### config.mk
export PLATFORM = sky130hd
export DESIGN_NAME = mhrp_host
export DESIGN_NICKNAME = d
export VERILOG_FILES = /design/src/logic/mhrp_pkg.sv /design/src/logic/mhrp_host.sv
export SDC_FILE = /design/constraint.sdc
export NUM_CORES = 1
export LEC_CHECK = 0
export ABC_AREA = 1
export BUFFER_PORTS_ARGS = -buffer_cell sky130_fd_sc_hd__buf_2
export CORE_MARGIN = 2
export CORE_UTILIZATION = 55
export CTS_CLUSTER_DIAMETER = 80
export DETAILED_ROUTE_END_ITERATION = 16
export GPL_TIMING_DRIVEN = 0
export PLACE_DENSITY = 0.82
export SLEW_MARGIN = 10
export SYNTH_ARGS = -nofsm -noshare
export SYNTH_HDL_FRONTEND = slang
export SYNTH_SLANG_ARGS = --single-unit
### constraint.sdc
create_clock -name clock -period 2.1 [get_ports clock]
set_input_delay 0.42 -clock clock [delete_from_list [all_inputs] [get_ports clock]]
set_output_delay 0.42 -clock clock [all_outputs]
set_load 0.02 [all_outputs]
### src/logic/mhrp_pkg.sv
package mhrp_pkg;

  // software-side register offsets
  localparam logic [3:0] SW_CMD    = 4'h0;
  localparam logic [3:0] SW_TADDR  = 4'h1;
  localparam logic [3:0] SW_WDATA  = 4'h2;
  localparam logic [3:0] SW_RDATA  = 4'h3;
  localparam logic [3:0] SW_STATUS = 4'h4;
  localparam logic [3:0] SW_CFG    = 4'h5;

  // field positions
  localparam int CMD_GO_BIT   = 0;
  localparam int CMD_READ_BIT = 1;
  localparam int ST_BUSY_BIT  = 0;
  localparam int ST_DONE_BIT  = 1;
  localparam int ST_TOUT_BIT  = 2;
  localparam int CFG_ALE_BIT  = 2;

  // reset values
  localparam logic [7:0] TADDR_RST = 8'h00;
  localparam logic [7:0] WDATA_RST = 8'h00;
  localparam logic [2:0] CFG_RST   = 3'h4;

  // device register map
  localparam logic [7:0] DEV_CH_STRIDE     = 8'h10;
  localparam int         DEV_NUM_CH        = 14;
  localparam logic [7:0] DEV_CH_PATTERN_EQ = 8'h00;
  localparam logic [7:0] DEV_CH_TERM_JIT   = 8'h01;
  localparam logic [7:0] DEV_CH_TEST_LOOP  = 8'h02;
  localparam logic [7:0] DEV_CH_CODE_ERR   = 8'h03;
  localparam logic [7:0] DEV_CH_IRQ_EN     = 8'h04;
  localparam logic [7:0] DEV_GLOBAL_FIRST  = 8'hE0;
  localparam logic [7:0] DEV_GLOBAL_LAST   = 8'hEB;
  localparam logic [7:0] DEV_TEST_A_FIRST  = 8'hEC;
  localparam logic [7:0] DEV_TEST_A_LAST   = 8'hF3;
  localparam logic [7:0] DEV_GLOBAL_EXTRA  = 8'hF4;
  localparam logic [7:0] DEV_LINE_TERM     = 8'hF5;
  localparam logic [7:0] DEV_TEST_B_FIRST  = 8'hF6;
  localparam logic [7:0] DEV_TEST_B_LAST   = 8'hFD;
  localparam logic [7:0] DEV_IDENTITY      = 8'hFE;
  localparam logic [7:0] DEV_REVISION      = 8'hFF;
  localparam logic [7:0] DEV_CH3_RSVD_MASK = 8'hC0;
  localparam logic [7:0] DEV_CH4_RSVD_MASK = 8'h88;

  // timing
  localparam int CLK_PERIOD_NS   = 100;
  localparam int T_CS_TO_STB_NS  = 65;
  localparam int T_ALE_WIDTH_NS  = 10;
  localparam int T_ALE_TO_STB_NS = 5;
  localparam int T_STB_WIDTH_NS  = 90;
  localparam int T_ACK_MAX_NS    = 90;

  localparam int CS_STB_RAW  = (T_CS_TO_STB_NS + CLK_PERIOD_NS - 1) / CLK_PERIOD_NS;
  localparam int CS_STB_CYC  = (CS_STB_RAW < 1) ? 1 : CS_STB_RAW;
  localparam int ALE_W_RAW   = (T_ALE_WIDTH_NS + CLK_PERIOD_NS - 1) / CLK_PERIOD_NS;
  localparam int ALE_W_CYC   = (ALE_W_RAW < 1) ? 1 : ALE_W_RAW;
  localparam int ALE_STB_RAW = (T_ALE_TO_STB_NS + CLK_PERIOD_NS - 1) / CLK_PERIOD_NS;
  localparam int ALE_STB_CYC = (ALE_STB_RAW < 1) ? 1 : ALE_STB_RAW;
  localparam int STB_W_RAW   = (T_STB_WIDTH_NS + CLK_PERIOD_NS - 1) / CLK_PERIOD_NS;
  localparam int STB_W_CYC   = (STB_W_RAW < 1) ? 1 : STB_W_RAW;
  localparam int ACK_MAX_RAW = T_ACK_MAX_NS / CLK_PERIOD_NS;
  localparam int ACK_MAX_CYC = (ACK_MAX_RAW < 1) ? 1 : ACK_MAX_RAW;
  localparam int ACK_WAIT_DEF = ACK_MAX_CYC + 6;

  typedef enum logic [1:0] {
    MODE_SEP  = 2'b00,
    MODE_SYNC = 2'b01,
    MODE_ADS  = 2'b10
  } mhrp_mode_t;

  typedef enum logic [2:0] {
    ST_IDLE    = 3'b000,
    ST_SETUP   = 3'b001,
    ST_LATCH   = 3'b010,
    ST_STROBE  = 3'b011,
    ST_RELEASE = 3'b100
  } mhrp_state_t;

  typedef struct packed {
    logic [10:0] addr;
    logic        cs_n;
    logic        rd_n;
    logic        wr_n;
    logic        ale;
    logic [7:0]  data_out;
    logic        data_oe_n;
  } mhrp_pins_t;

endpackage : mhrp_pkg

### src/logic/mhrp_host.sv
// Functional notes
// sync style: address and chip select low are set up before any strobe
// sync read: direction high, device acknowledge marks data valid
// sync read ends by returning chip select high after acknowledge
// sync write: direction low first, then shared strobe low
// device stores write data then acknowledges
// sync write ends with shared strobe and chip select both high
// device acknowledges within 90 ns of the shared strobe
// separate style read: acknowledge within 90 ns, strobe held at least 90 ns
// separate style write: acknowledge within 90 ns, strobe held at least 90 ns
// latch enable high at least 10 ns, strobe at least 5 ns after it falls
// latch enable tied high: strobe at least 65 ns after chip select falls
// address/data style: data strobe on read pin, held 90 ns, acked in 90 ns
// address/data style: address strobe never falls before chip select
// device decodes fourteen channel groups of sixteen registers
// global registers act on all fourteen channels
// factory test offsets are plain read/write locations
// one register holds line termination settings
// channel register 0: pattern type, direction, receiver on, equalizer
// channel register 1: terminations, jitter select, bandwidth, fifo size
// channel register 2: invert, transmit test, transmitter on, loopback
// channel register 3: code, resistor, error inserts, ratio; top two reserved
// channel register 4: six interrupt enables, bits 7 and 3 reserved
// separate style: address captured on latch enable falling edge
// host without latch signal holds latch enable permanently high
// pattern type select: zero quasi-random, one pseudo-random, resets zero
// device keeps completion deasserted while chip select high
// reserved bits read zero and ignore writes
`timescale 1ns/1ns
module mhrp_host #(
  parameter int ACK_WAIT = mhrp_pkg::ACK_WAIT_DEF
) (
  input  wire logic              clock,
  input  wire logic              rst,
  input  wire logic [3:0]        sw_addr,
  input  wire logic [7:0]        sw_wdata,
  input  wire logic              sw_wr,
  input  wire logic              sw_rd,
  output      logic [7:0]        sw_rdata_q,
  output      mhrp_pkg::mhrp_pins_t pins_q,
  output      logic              bus_clk_q,
  input  wire logic              dev_ack_n,
  input  wire logic [7:0]        dev_data_in
);
  import mhrp_pkg::*;

  mhrp_state_t st_q;
  mhrp_state_t st_d;
  logic [7:0]  cnt_q;
  logic [7:0]  taddr_q;
  logic [7:0]  wdata_q;
  logic [7:0]  rdata_q;
  logic        read_q;
  logic        done_q;
  logic        tout_q;
  logic [2:0]  cfg_q;
  logic        ack_m_q;
  logic        ack_s_q;
  logic [7:0]  din_m_q;
  logic [7:0]  din_s_q;
  logic        go;
  logic        last_setup;
  logic        ack_ok;
  logic        wait_over;
  logic        finish;
  logic        dir_rd;
  mhrp_mode_t  mode;
  logic        use_ale;
  mhrp_pins_t  pins_d;

  assign mode    = mhrp_mode_t'(cfg_q[1:0]);
  assign use_ale = cfg_q[CFG_ALE_BIT];
  assign go      = sw_wr && (sw_addr == SW_CMD) && sw_wdata[CMD_GO_BIT] && (st_q == ST_IDLE);
  // direction of the transfer being launched, so setup pins already carry it
  assign dir_rd  = go ? sw_wdata[CMD_READ_BIT] : read_q;

  // pin inputs pass two flops before use
  always_ff @(posedge clock) begin
    if (rst) begin
      ack_m_q <= 1'b1;
      ack_s_q <= 1'b1;
      din_m_q <= 8'h00;
      din_s_q <= 8'h00;
    end else begin
      ack_m_q <= dev_ack_n;
      ack_s_q <= ack_m_q;
      din_m_q <= dev_data_in;
      din_s_q <= din_m_q;
    end
  end

  // synchronous style bus clock, divided from clock
  always_ff @(posedge clock) begin
    if (rst) begin
      bus_clk_q <= 1'b0;
    end else begin
      bus_clk_q <= ~bus_clk_q;
    end
  end

  always_comb begin
    if (mode == MODE_SEP && use_ale) begin
      last_setup = (cnt_q + 8'd1) >= 8'(ALE_W_CYC);
    end else if (mode == MODE_SYNC) begin
      last_setup = 1'b1;
    end else begin
      last_setup = (cnt_q + 8'd1) >= 8'(CS_STB_CYC);
    end
  end

  // acknowledge is awaited with a bound; the device answers in 90 ns
  assign ack_ok    = !ack_s_q && ((cnt_q + 8'd1) >= 8'(STB_W_CYC));
  assign wait_over = (cnt_q + 8'd1) >= 8'(ACK_WAIT);
  assign finish    = (st_q == ST_RELEASE) && (ack_s_q || wait_over);

  always_comb begin
    st_d = st_q;
    unique case (st_q)
      ST_IDLE: begin
        if (go) st_d = ST_SETUP;
      end
      ST_SETUP: begin
        if (last_setup) st_d = (mode == MODE_SEP && use_ale) ? ST_LATCH : ST_STROBE;
      end
      ST_LATCH: begin
        if ((cnt_q + 8'd1) >= 8'(ALE_STB_CYC)) st_d = ST_STROBE;
      end
      ST_STROBE: begin
        if (ack_ok || wait_over) st_d = ST_RELEASE;
      end
      ST_RELEASE: begin
        if (finish) st_d = ST_IDLE;
      end
      default: st_d = ST_IDLE;
    endcase
  end

  always_ff @(posedge clock) begin
    if (rst) begin
      st_q  <= ST_IDLE;
      cnt_q <= 8'h00;
    end else begin
      st_q  <= st_d;
      cnt_q <= (st_d != st_q) ? 8'h00 : cnt_q + 8'd1;
    end
  end

  // pin levels follow the next state so that pins_q lines up with st_q
  always_comb begin
    pins_d           = '0;
    pins_d.addr      = {3'b000, taddr_q};
    pins_d.cs_n      = 1'b1;
    pins_d.rd_n      = 1'b1;
    pins_d.wr_n      = 1'b1;
    pins_d.ale       = (mode == MODE_ADS) ? 1'b1 : (mode == MODE_SEP && !use_ale);
    pins_d.data_out  = wdata_q;
    pins_d.data_oe_n = 1'b1;
    if (st_d != ST_IDLE && st_d != ST_RELEASE) begin
      pins_d.cs_n      = 1'b0;
      pins_d.data_oe_n = dir_rd;
      if (mode == MODE_SEP && use_ale) begin
        pins_d.ale = (st_d == ST_SETUP);
      end else if (mode == MODE_SYNC) begin
        pins_d.ale = (st_d == ST_SETUP);
      end else if (mode == MODE_ADS) begin
        pins_d.ale = 1'b0;
      end
      if (mode == MODE_SEP) begin
        pins_d.rd_n = !(st_d == ST_STROBE && dir_rd);
        pins_d.wr_n = !(st_d == ST_STROBE && !dir_rd);
      end else begin
        pins_d.wr_n = dir_rd;
        pins_d.rd_n = (st_d != ST_STROBE);
      end
    end else if (st_d == ST_RELEASE && mode != MODE_SEP) begin
      pins_d.wr_n = dir_rd;
    end
  end

  always_ff @(posedge clock) begin
    if (rst) begin
      pins_q <= '{addr: 11'h000, cs_n: 1'b1, rd_n: 1'b1, wr_n: 1'b1, ale: 1'b0,
                  data_out: 8'h00, data_oe_n: 1'b1};
    end else begin
      pins_q <= pins_d;
    end
  end

  // software registers
  always_ff @(posedge clock) begin
    if (rst) begin
      taddr_q <= TADDR_RST;
      wdata_q <= WDATA_RST;
      cfg_q   <= CFG_RST;
      read_q  <= 1'b0;
    end else begin
      if (go) read_q <= sw_wdata[CMD_READ_BIT];
      if (sw_wr && sw_addr == SW_TADDR && st_q == ST_IDLE) taddr_q <= sw_wdata;
      if (sw_wr && sw_addr == SW_WDATA && st_q == ST_IDLE) wdata_q <= sw_wdata;
      if (sw_wr && sw_addr == SW_CFG && st_q == ST_IDLE) cfg_q <= sw_wdata[2:0];
    end
  end

  // read data captured on acknowledge; data path synchronised with it
  always_ff @(posedge clock) begin
    if (rst) begin
      rdata_q <= 8'h00;
    end else if (st_q == ST_STROBE && ack_ok && read_q) begin
      rdata_q <= din_s_q;
    end
  end

  // sticky flags: hardware set wins over software clear
  always_ff @(posedge clock) begin
    if (rst) begin
      done_q <= 1'b0;
      tout_q <= 1'b0;
    end else begin
      if (finish) begin
        done_q <= 1'b1;
      end else if (sw_wr && sw_addr == SW_STATUS && sw_wdata[ST_DONE_BIT]) begin
        done_q <= 1'b0;
      end
      if ((st_q == ST_STROBE && !ack_ok && wait_over) || (finish && !ack_s_q)) begin
        tout_q <= 1'b1;
      end else if (sw_wr && sw_addr == SW_STATUS && sw_wdata[ST_TOUT_BIT]) begin
        tout_q <= 1'b0;
      end
    end
  end

  always_ff @(posedge clock) begin
    if (rst) begin
      sw_rdata_q <= 8'h00;
    end else if (sw_rd) begin
      unique case (sw_addr)
        SW_CMD:    sw_rdata_q <= {6'h00, read_q, 1'b0};
        SW_TADDR:  sw_rdata_q <= taddr_q;
        SW_WDATA:  sw_rdata_q <= wdata_q;
        SW_RDATA:  sw_rdata_q <= rdata_q;
        SW_STATUS: sw_rdata_q <= {5'h00, tout_q, done_q, st_q != ST_IDLE};
        SW_CFG:    sw_rdata_q <= {5'h00, cfg_q};
        default:   sw_rdata_q <= 8'h00;
      endcase
    end else begin
      sw_rdata_q <= 8'h00;
    end
  end

  // helper counters for the checks below
  logic [7:0] cs_low_cnt_q;
  logic [7:0] stb_low_cnt_q;
  always_ff @(posedge clock) begin
    if (rst) begin
      cs_low_cnt_q  <= 8'h00;
      stb_low_cnt_q <= 8'h00;
    end else begin
      cs_low_cnt_q  <= pins_q.cs_n ? 8'h00 : cs_low_cnt_q + 8'd1;
      stb_low_cnt_q <= (pins_q.rd_n && (pins_q.wr_n || mode != MODE_SEP)) ? 8'h00 : stb_low_cnt_q + 8'd1;
    end
  end

  property p_sync_strobe_needs_cs;
    @(posedge clock) disable iff (rst)
      (mode == MODE_SYNC && !pins_q.rd_n) |-> (!pins_q.cs_n && cs_low_cnt_q >= 8'd1);
  endproperty
  a_sync_strobe_needs_cs: assert property (p_sync_strobe_needs_cs) else $error("strobe without cs setup");

  property p_sync_read_dir;
    @(posedge clock) disable iff (rst)
      (mode == MODE_SYNC && read_q && !pins_q.rd_n) |-> pins_q.wr_n;
  endproperty
  a_sync_read_dir: assert property (p_sync_read_dir) else $error("sync read with direction low");

  property p_sync_write_order;
    @(posedge clock) disable iff (rst)
      (mode == MODE_SYNC && !read_q && $fell(pins_q.rd_n)) |-> ($past(pins_q.wr_n) == 1'b0);
  endproperty
  a_sync_write_order: assert property (p_sync_write_order) else $error("direction not low before strobe");

  property p_release_ends_cycle;
    @(posedge clock) disable iff (rst)
      (st_q == ST_STROBE && st_d == ST_RELEASE) |=>
        (pins_q.cs_n && pins_q.rd_n && pins_q.wr_n == (read_q || mode == MODE_SEP));
  endproperty
  a_release_ends_cycle: assert property (p_release_ends_cycle) else $error("cycle not ended on ack");

  property p_strobe_width;
    @(posedge clock) disable iff (rst)
      (stb_low_cnt_q != 8'd0 && pins_q.rd_n && (pins_q.wr_n || mode != MODE_SEP)) |->
        stb_low_cnt_q >= 8'(STB_W_CYC);
  endproperty
  a_strobe_width: assert property (p_strobe_width) else $error("strobe too short");

  property p_ale_to_strobe;
    @(posedge clock) disable iff (rst)
      (mode == MODE_SEP && use_ale && $fell(pins_q.ale)) |-> (pins_q.rd_n && pins_q.wr_n);
  endproperty
  a_ale_to_strobe: assert property (p_ale_to_strobe) else $error("strobe too soon after latch");

  property p_cs_to_strobe;
    @(posedge clock) disable iff (rst)
      ((mode == MODE_SEP && !use_ale || mode == MODE_ADS) &&
       ($fell(pins_q.rd_n) || (mode == MODE_SEP && $fell(pins_q.wr_n))))
        |-> cs_low_cnt_q >= 8'(CS_STB_CYC);
  endproperty
  a_cs_to_strobe: assert property (p_cs_to_strobe) else $error("strobe too soon after cs");

  property p_as_after_cs;
    @(posedge clock) disable iff (rst)
      (mode == MODE_ADS && $past(mode) == MODE_ADS && !pins_q.ale) |-> !pins_q.cs_n;
  endproperty
  a_as_after_cs: assert property (p_as_after_cs) else $error("address strobe before cs");

  property p_ale_tied;
    @(posedge clock) disable iff (rst)
      (mode == MODE_SEP && !use_ale && st_q != ST_IDLE) |-> pins_q.ale;
  endproperty
  a_ale_tied: assert property (p_ale_tied) else $error("latch enable not held high");

  property p_sync_release;
    @(posedge clock) disable iff (rst)
      (mode == MODE_SYNC && $rose(pins_q.rd_n)) |-> pins_q.cs_n;
  endproperty
  a_sync_release: assert property (p_sync_release) else $error("shared strobe released without cs");

  property p_sep_single_strobe;
    @(posedge clock) disable iff (rst)
      (mode == MODE_SEP) |-> (pins_q.rd_n || pins_q.wr_n);
  endproperty
  a_sep_single_strobe: assert property (p_sep_single_strobe) else $error("both strobes low");

  property p_write_data_driven;
    @(posedge clock) disable iff (rst)
      (!read_q && st_q == ST_STROBE) |-> !pins_q.data_oe_n;
  endproperty
  a_write_data_driven: assert property (p_write_data_driven) else $error("write data not driven");

  property p_read_no_drive;
    @(posedge clock) disable iff (rst)
      (read_q && st_q != ST_IDLE) |-> pins_q.data_oe_n;
  endproperty
  a_read_no_drive: assert property (p_read_no_drive) else $error("data bus driven during read");

  c_sep_read:   cover property (@(posedge clock) disable iff (rst) mode == MODE_SEP && !pins_q.rd_n ##[1:20] finish);
  c_sync_write: cover property (@(posedge clock) disable iff (rst) mode == MODE_SYNC && !read_q && !pins_q.rd_n);
  c_ads_read:   cover property (@(posedge clock) disable iff (rst) mode == MODE_ADS && read_q && !pins_q.rd_n);
  c_timeout:    cover property (@(posedge clock) disable iff (rst) $rose(tout_q));

endmodule : mhrp_host

==> summary by stage, run 1 <==
Synth
The synthesized design contains 89 register bits. The area share of xor/xnor cells in the synthesized design is 0.00504. The main flop type after synthesis is sky130_fd_sc_hd__dfxtp_1. The compound-gate portion of the synthesized area is 0.131. In this run, synthesis inferred 0 flip-flops with an integrated enable.

The share of synthesized cell area in and, or, nand and nor gates is 0.218. A synthesized cell averages approximately 8 µm². The fraction of synthesized cell area taken by the top area cell type is 0.513.

In the synthesized netlist, the number of instances is 444. The number of warnings printed during yosys synthesis is 0. The multiplexer share of the synthesized area is 0.00288. Counting distinct cell types in the post-synthesis netlist gives 33. By area, the combinational part of the netlist is dominated by simple AND/OR/NAND/NOR gates.

The synthesized netlist occupies a cell area of 0.00347 mm². In the synthesized netlist the async set-or-reset flop fraction comes to 0. Ranked by total cell area, the synthesized netlist is headed by sky130_fd_sc_hd__dfxtp_1 51%, sky130_fd_sc_hd__inv_1 9.3%, sky130_fd_sc_hd__nor2_1 7.5%, sky130_fd_sc_hd__nand2_1 5.3%, sky130_fd_sc_hd__a21oi_1 4.8%. The largest area contributor in the synthesized netlist is sky130_fd_sc_hd__dfxtp_1. Of the total synthesized cell area, the portion taken by full adders, half adders and majority gates is 0.0144.

For this run, the register share of the synthesized area comes to 0.513.

Pwr
The internal power of the cells totals about 2.2 mW. The switching component of the power is 780 µW. The worst-case IR drop observed on VDD is ~600 µV. The analysis attributes to cell leakage a power of 1.87 nW. The share of total power dissipated in the clock network is 0.340. The proportion of total power due to net switching is 0.258. Of the total power, combinational logic draws 0.079. Dividing total power by cell area gives a power density of 741 mW/mm².

Of the total power, registers draw 0.581. Summing internal, switching and leakage power gives 3.02 mW.

STA
Subtracting the final worst setup slack from the clock period gives 1.95 ns. The number of pins exceeding their max-slew limit in the final report is 0. The final number of hold-violating endpoints was 0. At the pin with the least slew margin, the transition time is 0.788 ns. The achievable frequency is 513 MHz. Setup violations remaining at the end of the flow were counted as 0. Of the available clock period, the critical path in the final layout requires 0.928.

In this run the tightest slew margin relative to its limit is 0.470. Once routing completed, OpenROAD measured the worst setup slack at about 0.15 ns. The final setup skew is between 0.007 and 0.008 ns. Setup repair after global routing could not meet its margin everywhere.

Drt
The number of nets with antenna violations after detailed routing is 0. The number of iterations in the first detailed-routing pass is 5. The number of vias per cell is 5.03. The total DRC errors in the routed layout is 0. The final routed wire length divided by cell count is about 12 µm. The final route contains 2970 vias.

The total length of routed wires is 7270 µm. The detailed router finished its first iteration with roughly 190 violations.

Global routing
The pin count of the biggest net entering global routing is 16. The initial antenna violation count came to 0. For this run, the total global-route usage over all layers was measured as 0.212. The first global-routing pass estimated 11900 µm of wire.

After global routing the overflow that remains totals 0. The number of global-route vias before repair came to 2611.

Finish
After the last flow step, the layout net total stands at 540. The final core utilization is 0.677. The final standard cell area without fillers is 0.00408 mm². The count of antenna diodes in the layout is 0.

The relative area change from synthesis to final layout is 17.4%. The ratio of cells with drive above 1 in the final layout is 0.208.

Setup path
The largest fanout on the critical path is 8. On the worst path, the slowest cell contributes a delay of 0.39 ns. For the worst setup path, the data required time is around 2.3 ns. The kind of launch point of the worst setup path is a register. The critical path in this run is classified as reg2reg. The critical path goes through ha_4, nand3_1, nor2_1, nand2_1, nand2_2, nand2_1, nor2_4, nand3_2, a21oi_4, nand3_2, nand4_4, nor2_1. The arrival time at the worst endpoint is approximately 2.2 ns.

The cell with the biggest individual delay on the critical path is sky130_fd_sc_hd__dfxtp_4. The element type at the critical path end is a register.

Placement
The setup slack at placement is -0.0643 ns. Routability-driven placement finished with a final weighted congestion of 0.871. The HPWL reported at the end of detailed placement is 5320 µm. The placement-stage cell area is 0.00384 mm². During placement, the flow inserted port buffers numbering 53.

Clock tree
The CTS sink count is 89. The H-tree depth is 3. The total CTS buffers is 9. For this design, the CTS-stage hold fixing added 0 buffers. The TritonCTS clock tree is yes. The clock transition at the registers of the reported paths is 0.08 ns. The clock tree root driver cell is sky130_fd_sc_hd__clkbuf_8. The maximum buffer depth of the clock tree is 2. The later pin in the worst-skew pair is clocked with a latency of 0.35 ns.

Floorplanning
The width of the die is 83.5 µm. The core footprint is approximately 0.006 mm². The floorplan has 28 rows.

For this configuration, the core starts out at a cell density of 0.577. The die outline height is 83.5 µm. The die covers 0.00697 mm².

Pin placement for this block handled between 50 and 60 I/O pins.

Flow run
Across the run, the number of max-cap violations was 0.

Outcome
The flow ran to the end, and the final reports show no timing, DRC or antenna violations.

Min path
The path category of the worst min-delay check is in2reg.
-- flip-flops by register name (all words and copies together) (netlist names) --
| register | count |
|---|---|
| ack_s_q | 1 |
| tout_q | 1 |
| cfg_q | 3 |
| din_m_q | 8 |
| st_q | 3 |
| ack_m_q | 1 |
| sw_rdata_q | 8 |
| cnt_q | 8 |
| din_s_q | 8 |
| taddr_q | 8 |
| wdata_q | 8 |
| pins_q | 21 |
| rdata_q | 8 |
| read_q | 1 |
| done_q | 1 |
| bus_clk_q | 1 |
-- logic make-up after synthesis --
| kind of cell | after synthesis |
|---|---|
| xor+xnor | 2 |
| buf+inv | 101 |
| simple gates | 164 |
| mux | 1 |
| fa+ha+maj | 4 |
| flops | 89 |
| compound gates | 82 |
| other cells | 1 |
-- path summary, 6_finish.rpt --
check | startpoint | to | slack (ns) | cells after the start
min | dev_data_in[2] | din_m_q[2] | 0.27 | 3
max reg2reg | cnt_q[0] | cnt_q[2] | 0.15 | 12
max | cnt_q[0] | cnt_q[2] | 0.15 | 12
min reg2reg | din_m_q[6] | din_s_q[6] | 0.40 | 2
-- layout by cell type (no fill, tap or decap), types with 5 or more instances in the layout --
master | synthesis | layout
sky130_fd_sc_hd__nand2_1 | 49 | 48
sky130_fd_sc_hd__clkbuf_1 | 10 | 10
sky130_fd_sc_hd__nor2_2 | 6 | 8
sky130_fd_sc_hd__o21ai_0 | 33 | 33
sky130_fd_sc_hd__o22ai_1 | 8 | 8
sky130_fd_sc_hd__dfxtp_1 | 89 | 86
sky130_fd_sc_hd__buf_4 | 5 | 6
sky130_fd_sc_hd__nand3_2 | 4 | 5
sky130_fd_sc_hd__nor2_1 | 69 | 65
sky130_fd_sc_hd__clkbuf_8 | 0 | 9
sky130_fd_sc_hd__nor3_1 | 6 | 5
sky130_fd_sc_hd__a21oi_1 | 33 | 33
sky130_fd_sc_hd__buf_2 | 0 | 53
sky130_fd_sc_hd__inv_1 | 86 | 86
sky130_fd_sc_hd__nand3_1 | 16 | 15
-- cell usage after synthesis, types with 2 or more instances --
library cell               number
sky130_fd_sc_hd__nand3_1       16
sky130_fd_sc_hd__a221oi_1       3
sky130_fd_sc_hd__nand4_1        3
sky130_fd_sc_hd__ha_1           4
sky130_fd_sc_hd__nand2_1       49
sky130_fd_sc_hd__a21oi_1       33
sky130_fd_sc_hd__nand2_2        2
sky130_fd_sc_hd__clkbuf_1      10
sky130_fd_sc_hd__buf_4          5
sky130_fd_sc_hd__nor4_1         2
sky130_fd_sc_hd__o21ai_0       33
sky130_fd_sc_hd__dfxtp_1       89
sky130_fd_sc_hd__nand3_2        4
sky130_fd_sc_hd__or2_2          2
sky130_fd_sc_hd__nor2_2         6
sky130_fd_sc_hd__inv_1         86
sky130_fd_sc_hd__nor3_1         6
sky130_fd_sc_hd__o22ai_1        8
sky130_fd_sc_hd__nor2_1        69
-- timing repair --
action | in CTS | in global routing
setup buffers | 1 | 0
resized for setup | 3 | 15
pin swaps | 1 | 1
setup endpoints to repair | 10 | 17
-- power groups by stage --
stage	clock [mW]	combinational, mW	sequential [mW]
after floorplan	0	0.143	1.80
after global placement	0	0.221	1.79
after detailed placement	0	0.227	1.79
after CTS	1.04	0.230	1.75
after global routing	1.11	0.268	1.76
final	1.03	0.238	1.76
-- critical path: cells and delay by family (launching register included) --
kind | cells | cell delay, ns
simple gates | 10 | 1.06
flops | 1 | 0.39
compound gates | 1 | 0.23
fa+ha+maj | 1 | 0.17
-- per-stage QoR --
stage               TNS (ns)  hold slack, ns  std cells
floorplan                  0           0.388        446
global placement           0           0.391        574
detailed placement    -0.416           0.393        574
CTS                        0           0.259        590
global route          -0.182           0.258        590
finish                     0           0.267        590
-- layout make-up --
cell class	count	area [µm²]
timing repair buffer	54	273
fill	512	1950
buffer	15	75.1
sequential	89	1790
multi-input combinational	256	1360
inverter	86	323
clock inverter	6	42.5
clock buffer	9	124
tap	75	93.8
-- per-layer routing --
| metal | GRT usage | up-vias | share of wire | wire [µm] |
|---|---|---|---|---|
| met5 | 0 | - | 0 | 0 |
| met4 | 0.0616 | 0 | 0.010 | 73 |
| met3 | 0.0485 | 11 | 0.057 | 417 |
| met2 | 0.364 | 105 | 0.49 | 3590 |
| met1 | 0.268 | 1334 | 0.44 | 3190 |
| li1 | - | 1520 | - | - |
Note: power is estimated with default switching activity, not from simulation.
==> inputs of run 2 (changes only) <==
Settings changed: RECOVER_POWER set to 100, REMOVE_ABC_BUFFERS set to 1.
==> summary by stage, run 2 (same netlist as run 1, synthesis figures left out) <==
Min path
The path category of the worst min-delay check is in2reg.

Finish
The library cell used most frequently in the layout, excluding fill and tap cells, is sky130_fd_sc_hd__dfxtp_1. The library cells used most frequently in the layout, excluding fill and tap cells, are 86 x sky130_fd_sc_hd__dfxtp_1, 85 x sky130_fd_sc_hd__inv_1, 66 x sky130_fd_sc_hd__nor2_1. Counting flops per register, the top entry is pins_q. The fill cell instance count of the final layout came to 515 (+0.59%). The ratio of cells with drive above 1 in the final layout is 0.149 (-0.0593). The area of combinational cells with multiple inputs came to 0.00135 mm² (-0.92%). The final net count is 529 (-2.0%).

The number of flip-flops under the largest register name is 21 (unchanged). The filler-free cell count of the finished design is 580 (-1.7%). The count of antenna diodes in the layout came to 0 (unchanged). From synthesis to final layout, the design area changed by 15.5%. The sequential cell area was 0.00179 mm² (unchanged).

Drt
The total length of routed wires is 6890 µm (-5.2%). The number of iterations in the first detailed-routing pass was 7 (+2). The via count was 2921 (-1.6%). The number of vias per cell is 5.04 (about the same). The total DRC errors in the routed layout is 0 (unchanged). The first-iteration detailed-routing DRC count is 153 (-18%). The final routed wire length divided by cell count is 11.9 µm (-3.6%).

The number of nets with antenna violations after detailed routing is 0 (unchanged).

STA
The minimum setup slack in the final design is 0.154 ns (+0.00354 ns). The pin slew with the least headroom to its limit is 0.740 ns (-0.0479 ns). The final setup skew is 0.0171 ns (+0.00940 ns). The final critical-path required period is 1.95 ns (-0.00354 ns). The headroom to the max-slew limit was 0.502 (+0.0322). The achievable frequency is 514 MHz (+0.18%). The count of endpoints failing setup in the final report came to 0 (unchanged). The final number of hold-violating endpoints is 0 (unchanged).

The number of pins exceeding their max-slew limit in the final report is 0 (unchanged). The final period utilization is 0.927 (-0.00169).

Pwr
The combinational share of power came to 0.072 (-0.007). The register share of total power is 0.566 (-0.015). The proportion of total power due to net switching came to 0.270 (+0.0116).

The internal power summed over all cells is 2.27 mW (+1.2%). The switching component of the power came to 838 µW (+7.4%). The fraction of power consumed by the clock network is 0.362 (+0.022). The worst-case vdd ir drop came to 498 µV (-15%). The leakage component of the power is 1.73 nW (-7.3%). The power density relative to cell area is 775 mW/mm² (+4.5%).

Outcome
The flow ran to the end, and the final reports show no timing, DRC or antenna violations.

Setup path
The total buffers and inverters traversed by the critical path is 0 (unchanged). The worst setup slack for register-to-register paths was 0.15 ns (about the same). The launch instance of the worst register-to-register path is cnt_q[0]. The slowest stage of the critical path belongs to the cell sky130_fd_sc_hd__dfxtp_4. The reg-to-reg endpoint is cnt_q[7]. The worst setup path is of the reg2reg kind. The delay contributed by the slowest stage of the critical path is 0.39 ns (about the same). The termination of the worst setup path is cnt_q[7]. The element type at the critical path end is a register. The arrival time at the worst endpoint is 2.20 ns (about the same). The most numerous cell type found on the critical path is sky130_fd_sc_hd__nand2_1. The cell count of the worst reg-to-reg path was 12 (unchanged). The most critical setup path has its startpoint at cnt_q[0]. Among cell families on the critical path, the largest total delay comes from simple AND/OR/NAND/NOR gates. Walking the worst path, the cells encountered are ha_4, nand3_1, nor2_1, nand2_1, nand2_1, nand2_1, nor2_2, nand3_2, a21oi_4, nand3_2, nand4_4, nor2_1.

The critical path depth in cells is 12 (unchanged). The largest fanout on the critical path is 8 (unchanged). The kind of launch point of the worst setup path is a register. The required time at the worst-slack endpoint is 2.35 ns (about the same).

Global routing
The global-route congestion overflow total is 0 (unchanged). The global-route wire length before repair is 11400 µm (-4.3%). The global-route usage over all layers is 0.199 (-0.0130). The initial antenna violation count is 0 (unchanged).

The number of global-route vias before repair is 2673 (+2.4%). The pin count of the biggest net entering global routing is 44 (+28).

Flow run
The number of violations of the max-capacitance limit is 0 (unchanged).

Placement
The quantity of I/O buffers inserted on ports was 54 (+1.9%). The setup slack at placement is -0.256 ns (-0.192 ns). The HPWL reported at the end of detailed placement is 4590 µm (-14%). The cell count after placement was 560 (-2.4%). The weighted congestion reported at the end of routability-driven placement was 0.843 (-3.2%).

Floorplanning
The width of the die is 83.5 µm (unchanged). The core footprint was 0.00603 mm² (unchanged). The die outline height was 83.5 µm (unchanged). The area of the die came to 0.00697 mm² (unchanged). The I/O pin total came to 58 (unchanged). The count of standard-cell rows is 28 (unchanged).

The effective utilization at floorplan is 0.577 (unchanged).

Clock tree
The maximum buffer depth of the clock tree was 2 (unchanged). The total CTS buffers is 9 (unchanged). TritonCTS built the clock tree. The H-tree depth came to 3 (unchanged).

The number of buffers inserted by hold repair at cts was 0 (unchanged). The clock network latency to the later pin of the worst-skew pair came to 0.37 ns (+0.02 ns). The CTS sink count is 89 (unchanged). The cell sitting at the root of the clock tree is a sky130_fd_sc_hd__clkbuf_8. The clock transition at the registers of the reported paths came to 0.09 ns (about the same).
run 2: cell types whose count changed in the layout (fill, tap and decap cells not counted), moves of 2 or more:
cell and change:
sky130_fd_sc_hd__buf_4 -3, sky130_fd_sc_hd__clkbuf_1 +21, sky130_fd_sc_hd__inv_8 +2, sky130_fd_sc_hd__buf_2 -31, sky130_fd_sc_hd__clkinv_2 -2
run 2: per-stage QoR:
step                area, µm²  utilization  total power [mW]  hold slack, ns    TNS (ns)
finish                   4010        0.666              3.11           0.240           0
global route             4010        0.666              3.24           0.236  -0.0000977
CTS                      3990        0.661              3.12           0.226           0
detailed placement       3770        0.626              2.01           0.395       -1.80
global placement         3770        0.626              2.00           0.392       -1.36
floorplan                3410            -              1.92           0.388           0
run 2: worst min-delay path by stage:
stage                    start    endpoint  cells past startpoint
finish               dev_ack_n     ack_m_q                      2
floorplan           din_m_q[0]  din_s_q[0]                      2
global placement    din_m_q[6]  din_s_q[6]                      2
CTS                  dev_ack_n     ack_m_q                      2
global route         dev_ack_n     ack_m_q                      2
detailed placement  din_m_q[6]  din_s_q[6]                      2
run 2: power by group through the flow:
| stage | Combinational [mW] | Clock [mW] | Sequential [mW] |
|---|---|---|---|
| global route | 0.255 | 1.22 | 1.76 |
| detailed placement | 0.214 | 0 | 1.79 |
| floorplan | 0.127 | 0 | 1.80 |
| finish | 0.224 | 1.13 | 1.76 |
| CTS | 0.216 | 1.15 | 1.75 |
| global placement | 0.209 | 0 | 1.79 |
run 2: worst register-to-register path, cell delays in order, from the launching register on:
cell                      delay (ns)
sky130_fd_sc_hd__dfxtp_4        0.39
sky130_fd_sc_hd__ha_4           0.17
sky130_fd_sc_hd__nand3_1        0.10
sky130_fd_sc_hd__nor2_1         0.15
sky130_fd_sc_hd__nand2_1        0.07
sky130_fd_sc_hd__nand2_1        0.08
sky130_fd_sc_hd__nand2_1        0.06
sky130_fd_sc_hd__nor2_2         0.15
sky130_fd_sc_hd__nand3_2        0.13
sky130_fd_sc_hd__a21oi_4        0.23
sky130_fd_sc_hd__nand3_2        0.12
sky130_fd_sc_hd__nand4_4        0.13
sky130_fd_sc_hd__nor2_1         0.06
run 2: per-layer routing:
layer	vias up	share of wire	routed length (µm)	GRT usage
li1	1509	-	-	-
met1	1292	0.45	3090	0.247
met2	109	0.47	3250	0.342
met3	11	0.062	430	0.0336
met4	0	0.018	124	0.0836
met5	-	0	0	0
run 2: cell type report:
class	count	share of cell area
Clock inverter	7	0.0178
Tap cell	75	0.0234
Inverter	86	0.0814
Timing Repair inverter	1	0.00125
Sequential cell	89	0.446
Multi-Input combinational cell	256	0.335
Timing Repair Buffer	57	0.0639
Clock buffer	9	0.0309
run 2: repair_timing:
item / CTS / global route
pin swaps: 0 / 1
endpoints found under the setup margin: 16 / 18
gates cloned: 0 / 1
buffers inserted: 2 / 1
resized for setup: 2 / 15
